==> config.mk <==
export PLATFORM = sky130hd
export DESIGN_NAME = crs_core
export DESIGN_NICKNAME = d
export VERILOG_FILES = /design/src/hw/crs_pkg.sv /design/src/hw/crs_regfile.sv /design/src/hw/crs_prio_enc.sv /design/src/hw/crs_core.sv
export VERILOG_INCLUDE_DIRS = /design/src /design/src/hw
export SDC_FILE = /design/constraint.sdc
export NUM_CORES = 2
export LEC_CHECK = 0
export ABC_AREA = 0
export BUFFER_PORTS_ARGS = -buffer_cell sky130_fd_sc_hd__buf_2
export CELL_PAD_IN_SITES_DETAIL_PLACEMENT = 0
export CELL_PAD_IN_SITES_GLOBAL_PLACEMENT = 1
export CORE_ASPECT_RATIO = 1.2
export CORE_MARGIN = 2
export CORE_UTILIZATION = 43
export CTS_BUF_LIST = sky130_fd_sc_hd__clkbuf_8
export DETAILED_ROUTE_END_ITERATION = 8
export PLACE_DENSITY = 0.78
export REMOVE_ABC_BUFFERS = 1
export SLEW_MARGIN = 20
export SYNTH_ARGS = -nofsm -noshare
export SYNTH_HDL_FRONTEND = slang
export SYNTH_SLANG_ARGS = --single-unit
==> constraint.sdc <==
create_clock -name ref_clk_i -period 20.5 [get_ports ref_clk_i]
set_input_delay 4.1 -clock ref_clk_i [delete_from_list [all_inputs] [get_ports ref_clk_i]]
set_output_delay 4.1 -clock ref_clk_i [all_outputs]
set_load 0.05 [all_outputs]
==> src/hw/crs_cfg.svh <==
/*
 * Constants of the register file, stack pointer and interrupt control core.
 * Assumes it is included by bare name wherever a constant is needed.
 */
`ifndef CRS_CFG_SVH
`define CRS_CFG_SVH

// ----------------------------------------------------------------------------
// Register file and data space
// ----------------------------------------------------------------------------
`define CRS_NUM_REGS 32
`define CRS_DS_REG_LIMIT 16'h0020
`define CRS_PTR_X_LOW 5'h1A
`define CRS_PTR_Y_LOW 5'h1C
`define CRS_PTR_Z_LOW 5'h1E

// ----------------------------------------------------------------------------
// I/O space locations and reset values
// ----------------------------------------------------------------------------
`define CRS_IO_SP_LOW 6'h3D
`define CRS_IO_SP_HIGH 6'h3E
`define CRS_IO_STATUS 6'h3F
`define CRS_SR_GIE_BIT 7
`define CRS_SP_RESET 16'h0000

// ----------------------------------------------------------------------------
// Sequencing
// ----------------------------------------------------------------------------
`define CRS_SEQ_CYCLES 4
`define CRS_PUSH_POP_STEPS 2
`define CRS_VEC_STRIDE 2

`endif

==> src/hw/crs_pkg.sv <==
/*
 * Types shared by the register file, stack pointer and interrupt core.
 * Assumes nothing beyond a SystemVerilog compiler.
 */
package crs_pkg;

   typedef enum logic [2:0]
   {
      crs_st_run = 3'b001,
      crs_st_entry = 3'b010,
      crs_st_return = 3'b100
   } crs_state_t;

   typedef enum logic [2:0]
   {
      crs_stk_none = 3'h0,
      crs_stk_push = 3'h1,
      crs_stk_pop = 3'h2,
      crs_stk_call = 3'h3,
      crs_stk_ret = 3'h4
   } crs_stk_op_t;

   typedef enum logic [1:0]
   {
      crs_ds_direct = 2'h0,
      crs_ds_x = 2'h1,
      crs_ds_y = 2'h2,
      crs_ds_z = 2'h3
   } crs_ds_sel_t;

endpackage

==> src/hw/crs_regfile.sv <==
/*
 * Working register file: 32 bytes of flip-flops with two registered byte
 * read ports, one registered pair read, a data-space read and one write port
 * of 8 or 16 bits. Assumes one clock and an active-high asynchronous reset.
 */
`timescale 1ns/10ps
`include "crs_cfg.svh"

module crs_regfile
(
   input wire logic ref_clk_i,
   input wire logic rst_i,
   input wire logic wr_en_i,
   input wire logic wr_wide_i,
   input wire logic [4:0] wr_addr_i,
   input wire logic [15:0] wr_data_i,
   input wire logic [4:0] rd_a_addr_i,
   input wire logic [4:0] rd_b_addr_i,
   input wire logic [4:0] ds_addr_i,
   output logic [7:0] rd_a_o,
   output logic [7:0] rd_b_o,
   output logic [15:0] rd_pair_o,
   output logic [7:0] ds_rdata_o,
   output logic [15:0] ptr_x_o,
   output logic [15:0] ptr_y_o,
   output logic [15:0] ptr_z_o
);

   logic [7:0] mem_q [`CRS_NUM_REGS];

   // A read that meets a write in the same cycle sees the new byte, so a
   // result written back is at once visible as the next operand.
   function automatic logic [7:0] fwd(input logic [4:0] a);
      logic [7:0] v;
      v = mem_q[a];
      if (wr_en_i && !wr_wide_i && wr_addr_i == a)
      begin
         v = wr_data_i[7:0];
      end
      else if (wr_en_i && wr_wide_i && wr_addr_i[4:1] == a[4:1])
      begin
         v = a[0] ? wr_data_i[15:8] : wr_data_i[7:0];
      end
      return v;
   endfunction

   always_ff @(posedge ref_clk_i or posedge rst_i)
   begin
      if (rst_i)
      begin
         for (int i = 0; i < `CRS_NUM_REGS; i++)
         begin
            mem_q[i] <= 8'h00;
         end
      end
      else if (wr_en_i && wr_wide_i)
      begin
         mem_q[{wr_addr_i[4:1], 1'b0}] <= wr_data_i[7:0];
         mem_q[{wr_addr_i[4:1], 1'b1}] <= wr_data_i[15:8];
      end
      else if (wr_en_i)
      begin
         mem_q[wr_addr_i] <= wr_data_i[7:0];
      end
   end

   always_ff @(posedge ref_clk_i or posedge rst_i)
   begin
      if (rst_i)
      begin
         rd_a_o <= 8'h00;
         rd_b_o <= 8'h00;
         rd_pair_o <= 16'h0000;
         ds_rdata_o <= 8'h00;
      end
      else
      begin
         rd_a_o <= fwd(rd_a_addr_i);
         rd_b_o <= fwd(rd_b_addr_i);
         rd_pair_o <= {fwd({rd_a_addr_i[4:1], 1'b1}), fwd({rd_a_addr_i[4:1], 1'b0})};
         ds_rdata_o <= fwd(ds_addr_i);
      end
   end

   assign ptr_x_o = {mem_q[`CRS_PTR_X_LOW + 5'h01], mem_q[`CRS_PTR_X_LOW]};
   assign ptr_y_o = {mem_q[`CRS_PTR_Y_LOW + 5'h01], mem_q[`CRS_PTR_Y_LOW]};
   assign ptr_z_o = {mem_q[`CRS_PTR_Z_LOW + 5'h01], mem_q[`CRS_PTR_Z_LOW]};

endmodule

==> src/hw/crs_prio_enc.sv <==
/*
 * Fixed-priority encoder: the lowest requesting index wins.
 * Assumes IW is wide enough to hold N-1.
 */
`timescale 1ns/10ps

module crs_prio_enc
#(
   parameter int N = 20,
   parameter int IW = 5
)
(
   input wire logic [N-1:0] req_i,
   output logic valid_o,
   output logic [IW-1:0] idx_o
);

   always_comb
   begin
      valid_o = 1'b0;
      idx_o = '0;
      for (int i = N - 1; i >= 0; i--)
      begin
         if (req_i[i])
         begin
            valid_o = 1'b1;
            idx_o = IW'(i);
         end
      end
   end

endmodule

==> src/hw/crs_core.sv <==
/*
 * Register file, stack pointer and interrupt entry/return control of an
 * 8-bit core. Assumes decode presents operand addresses a cycle ahead of
 * execute, marks each completed instruction with insn_done_i, and that the
 * stack memory returns read data one cycle after stk_rd_o.
 */
// Functional notes
// - Four read/write port schemes, 8 and 16 bit.
// - Registers occupy first 32 data addresses.
// - Top six registers form X, Y, Z pointers.
// - Pointer accesses can reach any working register.
// - Stack grows downward; pointer marks its top.
// - Byte push lowers pointer one; pop raises.
// - Calls and entry lower by two; returns raise.
// - Pointer is two I/O bytes, reset zero.
// - Read two operands, compute, write back per cycle.
// - Fetch overlaps execute, one instruction per clock.
// - Take source only with own and global enable.
// - Vectors lowest; lower address higher priority.
// - Select bit and fuse move vectors to boot.
// - Boot lock bits may suppress interrupts by PC.
// - Entry clears global enable; return sets; nesting allowed.
// - Flags cleared on vectoring or writing one.
// - Disabled flags stay pending; served by priority.
// - Level sources request only while present.
// - One instruction runs after return before next interrupt.
// - Disable takes effect in its own cycle.
// - Entry takes four cycles, pushing the PC.
// - Return takes four cycles, pops, sets enable.
// - Instruction after enable runs before any interrupt.
`timescale 1ns/10ps
`include "crs_cfg.svh"

module crs_core
#(
   parameter int N_IRQ = 20,
   parameter int PCW = 14,
   parameter logic [N_IRQ-1:0] LEVEL_MASK = '0,
   parameter logic [PCW-1:0] BOOT_START = '0
)
(
   input wire logic ref_clk_i,
   input wire logic rst_i,
   input wire logic insn_done_i,
   input wire logic [PCW-1:0] pc_i,
   input wire logic sei_i,
   input wire logic cli_i,
   input wire logic return_from_irq_op_i,
   input wire crs_pkg::crs_stk_op_t stk_op_i,
   input wire logic rf_wr_en_i,
   input wire logic rf_wr_wide_i,
   input wire logic [4:0] rf_wr_addr_i,
   input wire logic [15:0] rf_wr_data_i,
   input wire logic [4:0] rf_rd_a_addr_i,
   input wire logic [4:0] rf_rd_b_addr_i,
   output logic [7:0] rf_rd_a_o,
   output logic [7:0] rf_rd_b_o,
   output logic [15:0] rf_rd_pair_o,
   output logic [15:0] ptr_x_o,
   output logic [15:0] ptr_y_o,
   output logic [15:0] ptr_z_o,
   input wire crs_pkg::crs_ds_sel_t ds_sel_i,
   input wire logic [15:0] ds_addr_i,
   input wire logic ds_rd_i,
   input wire logic ds_wr_i,
   input wire logic [7:0] ds_wdata_i,
   output logic [7:0] ds_rdata_o,
   output logic ds_hit_o,
   input wire logic [5:0] io_addr_i,
   input wire logic io_rd_i,
   input wire logic io_wr_i,
   input wire logic [7:0] io_wdata_i,
   output logic [7:0] io_rdata_o,
   output logic [15:0] sp_o,
   input wire logic [N_IRQ-1:0] irq_flag_set_i,
   input wire logic [N_IRQ-1:0] irq_flag_clr_i,
   input wire logic [N_IRQ-1:0] irq_level_i,
   input wire logic [N_IRQ-1:0] irq_en_i,
   output logic [N_IRQ-1:0] irq_flag_o,
   input wire logic vector_base_select_i,
   input wire logic boot_reset_select_fuse_i,
   input wire logic boot_lock_app_bit_i,
   input wire logic boot_lock_boot_bit_i,
   output logic [PCW-1:0] reset_vector_o,
   output logic seq_busy_o,
   output logic gie_o,
   output logic pc_load_o,
   output logic [PCW-1:0] pc_load_val_o,
   output logic stk_wr_o,
   output logic stk_rd_o,
   output logic [15:0] stk_addr_o,
   output logic [7:0] stk_wdata_o,
   input wire logic [7:0] stk_rdata_i
);

   localparam int IW = $clog2(N_IRQ);
   localparam logic [1:0] SEQ_LAST = 2'(`CRS_SEQ_CYCLES - 1);
   localparam logic [1:0] STEPS = 2'(`CRS_PUSH_POP_STEPS);

   crs_pkg::crs_state_t state_q;
   logic [1:0] cnt_q;
   logic [15:0] sp_q;
   logic gie_q;
   logic hold_q;
   logic [N_IRQ-1:0] flag_q;
   logic [PCW-1:0] ret_pc_q;
   logic [PCW-1:0] vec_q;
   logic [IW-1:0] grant_q;
   logic [7:0] ret_high_q;
   logic [2:0] fuse_meta_q;
   logic [2:0] fuse_q;
   logic [N_IRQ-1:0] req;
   logic req_valid;
   logic [IW-1:0] req_idx;
   logic suppress;
   logic take;
   logic seq_done;
   logic [15:0] ds_eff;
   logic ds_is_reg;
   logic [15:0] ret_pc16;

   // ----------------------------------------------------------------------------
   // Register file and data-space window
   // ----------------------------------------------------------------------------
   always_comb
   begin
      unique case (ds_sel_i)
         crs_pkg::crs_ds_x: ds_eff = ptr_x_o;
         crs_pkg::crs_ds_y: ds_eff = ptr_y_o;
         crs_pkg::crs_ds_z: ds_eff = ptr_z_o;
         crs_pkg::crs_ds_direct: ds_eff = ds_addr_i;
      endcase
   end

   assign ds_is_reg = ds_eff < `CRS_DS_REG_LIMIT;

   // The execute write owns the port; decode never issues a data-space store
   // to a register in the same cycle as a result write.
   crs_regfile u_regfile
   (
      .ref_clk_i(ref_clk_i),
      .rst_i(rst_i),
      .wr_en_i(rf_wr_en_i || (ds_wr_i && ds_is_reg)),
      .wr_wide_i(rf_wr_en_i && rf_wr_wide_i),
      .wr_addr_i(rf_wr_en_i ? rf_wr_addr_i : ds_eff[4:0]),
      .wr_data_i(rf_wr_en_i ? rf_wr_data_i : {8'h00, ds_wdata_i}),
      .rd_a_addr_i(rf_rd_a_addr_i),
      .rd_b_addr_i(rf_rd_b_addr_i),
      .ds_addr_i(ds_eff[4:0]),
      .rd_a_o(rf_rd_a_o),
      .rd_b_o(rf_rd_b_o),
      .rd_pair_o(rf_rd_pair_o),
      .ds_rdata_o(ds_rdata_o),
      .ptr_x_o(ptr_x_o),
      .ptr_y_o(ptr_y_o),
      .ptr_z_o(ptr_z_o)
   );

   always_ff @(posedge ref_clk_i or posedge rst_i)
   begin
      if (rst_i)
      begin
         ds_hit_o <= 1'b0;
      end
      else
      begin
         ds_hit_o <= ds_rd_i && ds_is_reg;
      end
   end

   // ----------------------------------------------------------------------------
   // Fuse and lock straps
   // ----------------------------------------------------------------------------
   always_ff @(posedge ref_clk_i or posedge rst_i)
   begin
      if (rst_i)
      begin
         fuse_meta_q <= 3'h0;
         fuse_q <= 3'h0;
         reset_vector_o <= '0;
      end
      else
      begin
         fuse_meta_q <= {boot_lock_boot_bit_i, boot_lock_app_bit_i, boot_reset_select_fuse_i};
         fuse_q <= fuse_meta_q;
         reset_vector_o <= fuse_q[0] ? BOOT_START : '0;
      end
   end

   // ----------------------------------------------------------------------------
   // Interrupt flags, requests and arbitration
   // ----------------------------------------------------------------------------
   always_ff @(posedge ref_clk_i or posedge rst_i)
   begin
      if (rst_i)
      begin
         flag_q <= '0;
      end
      else
      begin
         for (int i = 0; i < N_IRQ; i++)
         begin
            if (LEVEL_MASK[i])
            begin
               flag_q[i] <= 1'b0;
            end
            else if (irq_flag_set_i[i])
            begin
               flag_q[i] <= 1'b1;
            end
            else if (irq_flag_clr_i[i] || (take && req_idx == IW'(i)))
            begin
               flag_q[i] <= 1'b0;
            end
         end
      end
   end

   assign irq_flag_o = flag_q;
   assign req = irq_en_i & ((LEVEL_MASK & irq_level_i) | (~LEVEL_MASK & flag_q));

   crs_prio_enc #(.N(N_IRQ), .IW(IW)) u_prio
   (
      .req_i(req),
      .valid_o(req_valid),
      .idx_o(req_idx)
   );

   // A lock that guards one section hides interrupts whose vectors sit in the
   // other section while code runs inside the guarded one.
   assign suppress = (fuse_q[1] && pc_i < BOOT_START && vector_base_select_i)
      || (fuse_q[2] && pc_i >= BOOT_START && !vector_base_select_i);

   assign take = state_q == crs_pkg::crs_st_run && insn_done_i && gie_q && !hold_q
      && !cli_i && !return_from_irq_op_i && !suppress && req_valid;
   assign seq_done = state_q != crs_pkg::crs_st_run && cnt_q == SEQ_LAST;

   // ----------------------------------------------------------------------------
   // Global enable and one-instruction hold
   // ----------------------------------------------------------------------------
   always_ff @(posedge ref_clk_i or posedge rst_i)
   begin
      if (rst_i)
      begin
         gie_q <= 1'b0;
      end
      else if (take)
      begin
         gie_q <= 1'b0;
      end
      else if (seq_done && state_q == crs_pkg::crs_st_return)
      begin
         gie_q <= 1'b1;
      end
      else if (cli_i)
      begin
         gie_q <= 1'b0;
      end
      else if (sei_i)
      begin
         gie_q <= 1'b1;
      end
      else if (io_wr_i && io_addr_i == `CRS_IO_STATUS)
      begin
         gie_q <= io_wdata_i[`CRS_SR_GIE_BIT];
      end
   end

   assign gie_o = gie_q;

   always_ff @(posedge ref_clk_i or posedge rst_i)
   begin
      if (rst_i)
      begin
         hold_q <= 1'b0;
      end
      else if (seq_done && state_q == crs_pkg::crs_st_return)
      begin
         hold_q <= 1'b1;
      end
      else if (state_q == crs_pkg::crs_st_run && insn_done_i)
      begin
         hold_q <= sei_i;
      end
   end

   // ----------------------------------------------------------------------------
   // Stack pointer
   // ----------------------------------------------------------------------------
   always_ff @(posedge ref_clk_i or posedge rst_i)
   begin
      if (rst_i)
      begin
         sp_q <= `CRS_SP_RESET;
      end
      else if (state_q == crs_pkg::crs_st_entry && cnt_q < STEPS)
      begin
         sp_q <= sp_q - 16'h0001;
      end
      else if (state_q == crs_pkg::crs_st_return && cnt_q < STEPS)
      begin
         sp_q <= sp_q + 16'h0001;
      end
      else if (io_wr_i && io_addr_i == `CRS_IO_SP_LOW)
      begin
         sp_q <= {sp_q[15:8], io_wdata_i};
      end
      else if (io_wr_i && io_addr_i == `CRS_IO_SP_HIGH)
      begin
         sp_q <= {io_wdata_i, sp_q[7:0]};
      end
      else if (state_q == crs_pkg::crs_st_run)
      begin
         unique case (stk_op_i)
            crs_pkg::crs_stk_push: sp_q <= sp_q - 16'h0001;
            crs_pkg::crs_stk_pop: sp_q <= sp_q + 16'h0001;
            crs_pkg::crs_stk_call: sp_q <= sp_q - 16'h0002;
            crs_pkg::crs_stk_ret: sp_q <= sp_q + 16'h0002;
            crs_pkg::crs_stk_none: sp_q <= sp_q;
            default: sp_q <= sp_q;
         endcase
      end
   end

   assign sp_o = sp_q;

   always_ff @(posedge ref_clk_i or posedge rst_i)
   begin
      if (rst_i)
      begin
         io_rdata_o <= 8'h00;
      end
      else if (io_rd_i)
      begin
         unique case (io_addr_i)
            `CRS_IO_SP_LOW: io_rdata_o <= sp_q[7:0];
            `CRS_IO_SP_HIGH: io_rdata_o <= sp_q[15:8];
            `CRS_IO_STATUS: io_rdata_o <= {gie_q, 7'h00};
            default: io_rdata_o <= 8'h00;
         endcase
      end
   end

   // ----------------------------------------------------------------------------
   // Entry and return sequencer
   // ----------------------------------------------------------------------------
   assign ret_pc16 = 16'(ret_pc_q);

   always_ff @(posedge ref_clk_i or posedge rst_i)
   begin
      if (rst_i)
      begin
         state_q <= crs_pkg::crs_st_run;
         cnt_q <= 2'h0;
         seq_busy_o <= 1'b0;
         ret_pc_q <= '0;
         vec_q <= '0;
         grant_q <= '0;
         ret_high_q <= 8'h00;
         pc_load_o <= 1'b0;
         pc_load_val_o <= '0;
         stk_wr_o <= 1'b0;
         stk_rd_o <= 1'b0;
         stk_addr_o <= 16'h0000;
         stk_wdata_o <= 8'h00;
      end
      else
      begin
         pc_load_o <= 1'b0;
         stk_wr_o <= 1'b0;
         stk_rd_o <= 1'b0;
         cnt_q <= (state_q == crs_pkg::crs_st_run) ? 2'h0 : cnt_q + 2'h1;
         unique case (state_q)
            crs_pkg::crs_st_run:
            begin
               if (take)
               begin
                  state_q <= crs_pkg::crs_st_entry;
                  seq_busy_o <= 1'b1;
                  ret_pc_q <= pc_i;
                  grant_q <= req_idx;
                  vec_q <= (vector_base_select_i ? BOOT_START : PCW'(0))
                     + PCW'((PCW'(req_idx) + PCW'(1)) * PCW'(`CRS_VEC_STRIDE));
               end
               else if (return_from_irq_op_i && insn_done_i)
               begin
                  state_q <= crs_pkg::crs_st_return;
                  seq_busy_o <= 1'b1;
               end
            end
            crs_pkg::crs_st_entry:
            begin
               stk_wr_o <= cnt_q < STEPS;
               stk_addr_o <= sp_q;
               stk_wdata_o <= (cnt_q == 2'h0) ? ret_pc16[7:0] : ret_pc16[15:8];
               if (seq_done)
               begin
                  state_q <= crs_pkg::crs_st_run;
                  seq_busy_o <= 1'b0;
                  pc_load_o <= 1'b1;
                  pc_load_val_o <= vec_q;
               end
            end
            crs_pkg::crs_st_return:
            begin
               stk_rd_o <= cnt_q < STEPS;
               stk_addr_o <= sp_q + 16'h0001;
               if (cnt_q == STEPS)
               begin
                  ret_high_q <= stk_rdata_i;
               end
               if (seq_done)
               begin
                  state_q <= crs_pkg::crs_st_run;
                  seq_busy_o <= 1'b0;
                  pc_load_o <= 1'b1;
                  pc_load_val_o <= PCW'({ret_high_q, stk_rdata_i});
               end
            end
            default:
            begin
               state_q <= crs_pkg::crs_st_run;
               seq_busy_o <= 1'b0;
            end
         endcase
      end
   end

   // ----------------------------------------------------------------------------
   // Checks
   // ----------------------------------------------------------------------------
   a_cli_no_take: assert property (@(posedge ref_clk_i) disable iff (rst_i)
      cli_i |=> state_q != crs_pkg::crs_st_entry)
      else $error("interrupt taken in the disable cycle");
   a_entry_len: assert property (@(posedge ref_clk_i) disable iff (rst_i)
      $rose(state_q == crs_pkg::crs_st_entry) |-> (state_q == crs_pkg::crs_st_entry)[*4] ##1 pc_load_o)
      else $error("entry not four cycles");
   a_entry_sp_drop: assert property (@(posedge ref_clk_i) disable iff (rst_i)
      $rose(state_q == crs_pkg::crs_st_entry) |-> ##2 sp_q == $past(sp_q, 2) - 16'h0002)
      else $error("entry did not lower stack pointer by two");
   a_entry_gie_low: assert property (@(posedge ref_clk_i) disable iff (rst_i)
      $rose(state_q == crs_pkg::crs_st_entry) |-> !gie_q && $past(gie_q) && $past(|req))
      else $error("entry without enables or global enable left set");
   a_return_len: assert property (@(posedge ref_clk_i) disable iff (rst_i)
      $rose(state_q == crs_pkg::crs_st_return) |-> (state_q == crs_pkg::crs_st_return)[*4] ##1 (gie_q && pc_load_o))
      else $error("return not four cycles or enable not set");
   a_return_sp_rise: assert property (@(posedge ref_clk_i) disable iff (rst_i)
      $rose(state_q == crs_pkg::crs_st_return) |-> ##2 sp_q == $past(sp_q, 2) + 16'h0002)
      else $error("return did not raise stack pointer by two");
   // Kept apart from the hold flop so that the check below does not lean on it.
   logic gap_seen_q;

   always_ff @(posedge ref_clk_i or posedge rst_i)
   begin
      if (rst_i)
      begin
         gap_seen_q <= 1'b1;
      end
      else if ((seq_done && state_q == crs_pkg::crs_st_return) || (insn_done_i && sei_i))
      begin
         gap_seen_q <= 1'b0;
      end
      else if (insn_done_i && state_q == crs_pkg::crs_st_run)
      begin
         gap_seen_q <= 1'b1;
      end
   end

   a_hold_blocks: assert property (@(posedge ref_clk_i) disable iff (rst_i)
      (state_q == crs_pkg::crs_st_run && insn_done_i && !gap_seen_q) |=> state_q != crs_pkg::crs_st_entry)
      else $error("interrupt served without one instruction in between");
   a_push_step: assert property (@(posedge ref_clk_i) disable iff (rst_i)
      (state_q == crs_pkg::crs_st_run && stk_op_i == crs_pkg::crs_stk_push && !io_wr_i) |=> sp_q == $past(sp_q) - 16'h0001)
      else $error("push did not lower stack pointer by one");
   a_flag_pending: assert property (@(posedge ref_clk_i) disable iff (rst_i)
      (!gie_q && !(|irq_flag_clr_i)) |=> (flag_q & $past(flag_q & ~LEVEL_MASK)) == $past(flag_q & ~LEVEL_MASK))
      else $error("pending flag lost while disabled");
   a_ds_reg_hit: assert property (@(posedge ref_clk_i) disable iff (rst_i)
      (ds_rd_i && ds_eff < `CRS_DS_REG_LIMIT) |=> ds_hit_o)
      else $error("register file not reached through data space");

endmodule

==> run summary <==
Hold Vio Cnt, Final: 0
CP required: 21,020 ps
LEAKAGE: 0.01423 uW
Fill cells: 6,092
met2 wire length: 51,530 um
crit path time final: 8067 ps
routability cong.: 0.9648
H-tree level count: 3
hpwl dp: 75,970 um
Critical Path Start Type: input port
Initial Util: 0.4329
clock skew: 54.00 ps
Max VDD drop: 0.0001042 V
clk slew on worst S/H paths: 60 ps
most common flop cell mapped by yosys: dfrtp_1
final setup fails: 0
row count: 104
Final Non-Filler Cells: 3,695
via-per-instance ratio: 6.677
worst reg2reg endpoint: u_regfile.ds_rdata_o[0]
reg2reg setup slack: 15,980 ps
CTS tree: done
ranking of synthesized cells by area: dfrtp_1 (36%), mux4_2 (19%), mux2_2 (11%), mux2i_1 (4.6%), nand2_1 (2.9%)
Cell Pwr Density: 141.1 nW/um2
count of cell types in the netlist: 86
ys async rst share: 1.000
Syn Inst Count: 2,508
R2R cell count: 9
end of the worst hold path: fuse_q[2]
worst slew pin tran: 1310 ps
Critical Path Most Common Cell: buf_4
vias: 24,670
initial antenna violation count: 3
total gr overflow: 0
beginning of the critical path: ds_sel_i[1]
fin crit share: 0.3935
share of layout cells above drive strength 1: 0.3906
f_max: 124.0 MHz
Ys Warns: 0
CP Buf/Inv Count: 3
slew margin rel.: 0.1225
pin count of the biggest net entering global routing: 170
DR iter-0 viols: 3,008
register area: 10,460 um2
crit path DAT: 8590 ps
residual DRC count: 0
Hold Crit Depth: 0
Top Ports: 382
leading area contributor after synthesis: dfrtp_1
setup repair after global routing missed its margin: no
P&R area growth vs syn: 12.69%
Seq/Total Area, Yosys: 0.3620
Synth Area per Inst: 11.52 um2
status: finished, final reports clean
Crit Path Category: input port to register
hold crit path type: register to register
all-layer global routing usage: 0.3164
Fin Setup TNS: 0 ps
die area: 69,310 um2
post-cts sizing count: 0
WL met3: 11,720 um
multi-input combinational cell area: 17,080 um2
Hold-fix buffers, CTS: 0
synthesized area: 28,900 um2
max-cap viol count: 0
mean routed wirelength per cell: 29.85 um
origin of the critical flop-to-flop path: u_regfile.ptr_z_o[0]
placeable core region: 66,750 um2
# nets final: 2,953
met1 WL: 39,040 um
Die Ht: 288.0 um
number of global-route vias before repair: 24,160
Num CTS Buffers: 76
Setup WS pre-CTS: 11,910 ps
clock latency on the worst-skew pair: 690 ps
Crit. End Element: register
Post-synth EDFFs: 0
cell count after placement: 3,561
cell family contributing the most delay on the critical path: buffers and inverters
Min-Delay Startpoint: fuse_meta_q[2]
first-pass GRT wire length: 161,500 um
Die Span X: 240.7 um
clk sink count: 418
slowest stage delay, CP: 920 ps
maximum net fanout on the critical path: 68
highest metal used: met5
antenna-violating nets left: 0
Setup Fix Bufs, Post-CTS: 0
Root Buffer: clkbuf_8
routed wire length: 110,300 um
worst setup margin: 12,430 ps
CP cell instances: buf_2 > mux4_4 > buf_4 > buf_4 > nor2b_1 > a211oi_1 > a311oi_1 > or4_1 > nor3_1 > a221oi_1
Detailed Routing Iterations Pass 1: 9
Final Max Tran Viols: 0
PortBufs: 345
CTS Buffer Depth: 3
Slowest cell on crit path: buf_4
Synth Register Bits: 418
Synth top area share: 0.3611
==> final cells by class <==
cell class / instances / share of cell area
antenna: 1 / 0.00007683
inverter: 60 / 0.007146
tap: 901 / 0.03461
sequential: 418 / 0.3212
timing repair buffer: 392 / 0.06542
multi-input combinational: 1791 / 0.5243
clock buffer: 93 / 0.03930
clock inverter: 39 / 0.007952
==> power by group <==
group,internal (uW),switching [uW]
Clock,447,377
Sequential,1130,434
Combinational,951,1260
==> metrics by stage <==
stage	hold slack (ps)	cell area, um2	power (uW)	util
floorplan	331.2	27690	3013	-
detailed placement	341.0	30990	3733	0.4643
finish	352.1	32570	4597	0.4879
global route	375.3	32570	4803	0.4879
CTS	355.0	32530	4569	0.4873
global placement	339.5	30990	3664	0.4642
==> worst max path at each step <==
stage | to | slack [ps] | cells after the start
2_1_floorplan | cnt_q[0] | 4770 | 1
3_3_place_gp | u_regfile.ds_rdata_o[0] | 11980 | 10
3_5_place_dp | u_regfile.ds_rdata_o[0] | 11910 | 10
4_1_cts | u_regfile.ds_rdata_o[0] | 12620 | 10
5_1_grt | u_regfile.ds_rdata_o[0] | 12270 | 10
6_report | u_regfile.ds_rdata_o[0] | 12430 | 10
==> placed cells by master, fill, tap and decap left out, drive strengths merged, types with 18 or more instances in the layout <==
| cell | synthesis | layout |
|---|---|---|
| mux2i | 133 | 133 |
| o22ai | 31 | 31 |
| clkbuf | 110 | 94 |
| o21ai | 89 | 89 |
| nand2 | 223 | 223 |
| a211oi | 32 | 32 |
| nor2 | 86 | 86 |
| dfrtp | 417 | 417 |
| nor3 | 20 | 20 |
| inv | 59 | 84 |
| ha | 21 | 21 |
| buf | 142 | 391 |
| a22oi | 45 | 45 |
| mux4 | 245 | 245 |
| nor2b | 42 | 42 |
| mux2 | 282 | 282 |
| nor4 | 18 | 18 |
| a31oi | 37 | 37 |
| a21oi | 83 | 83 |
| and3 | 18 | 18 |
| nand3 | 57 | 57 |
| xnor2 | 32 | 32 |
==> cell families (layout without fill, tap and decap cells) <==
logic type | Yosys count | count (layout) | share of synthesized area
multiplexers | 660 | 660 | 0.3469
AND/OR/NAND/NOR | 551 | 551 | 0.09499
AO/OA/AOI/OAI | 500 | 500 | 0.1217
flip-flops | 418 | 418 | 0.3620
buffers and inverters | 312 | 584 | 0.05122
XOR/XNOR | 44 | 44 | 0.01333
adder cells (fa/ha/maj) | 22 | 22 | 0.009784
other | 1 | 15 | 0.0001298
==> synth_stat cells, types with 9 or more instances <==
cell      number
nand3_1       57
mux2i_1      133
nor4_1        16
a22oi_1       45
buf_2         37
buf_1         36
mux2_2       282
a21oi_1       83
inv_1         58
a221o_1       13
a31oi_1       37
o31ai_1        9
buf_4         68
and3_1        18
a22o_1        15
a211oi_1      30
nand4_1       16
mux4_2       245
nand2b_1      15
nor2b_1       42
o21ai_0       84
a311oi_1      16
ha_1          21
a211o_1       17
nor3_1        16
xnor2_1       32
o22ai_1       31
a221oi_1      15
or3_1          9
nor2_2        16
and2_1        10
o221ai_1      12
nor2_1        70
a21o_1        10
nand2_1      222
dfrtp_1      417
clkbuf_1     110
a31o_2        15
xor2_1        12
==> routing by layer <==
layer	vias up	GRT usage
li1	10120	-
met1	12410	0.3854
met2	1736	0.5028
met3	403	0.07863
met4	4	0.1995
met5	-	0
==> sequential cells by signal, summed over array words and instances, names as in the netlist, 14 cells and up <==
register / flops
pc_load_val_o: 14
irq_flag_o: 20
stk_addr_o: 16
u_regfile.mem_q: 208
u_regfile.ptr_x_o: 16
u_regfile.ptr_z_o: 16
u_regfile.ptr_y_o: 16
ret_pc_q: 14
sp_o: 16
u_regfile.rd_pair_o: 16
Note: power is estimated with default switching activity, not from simulation.
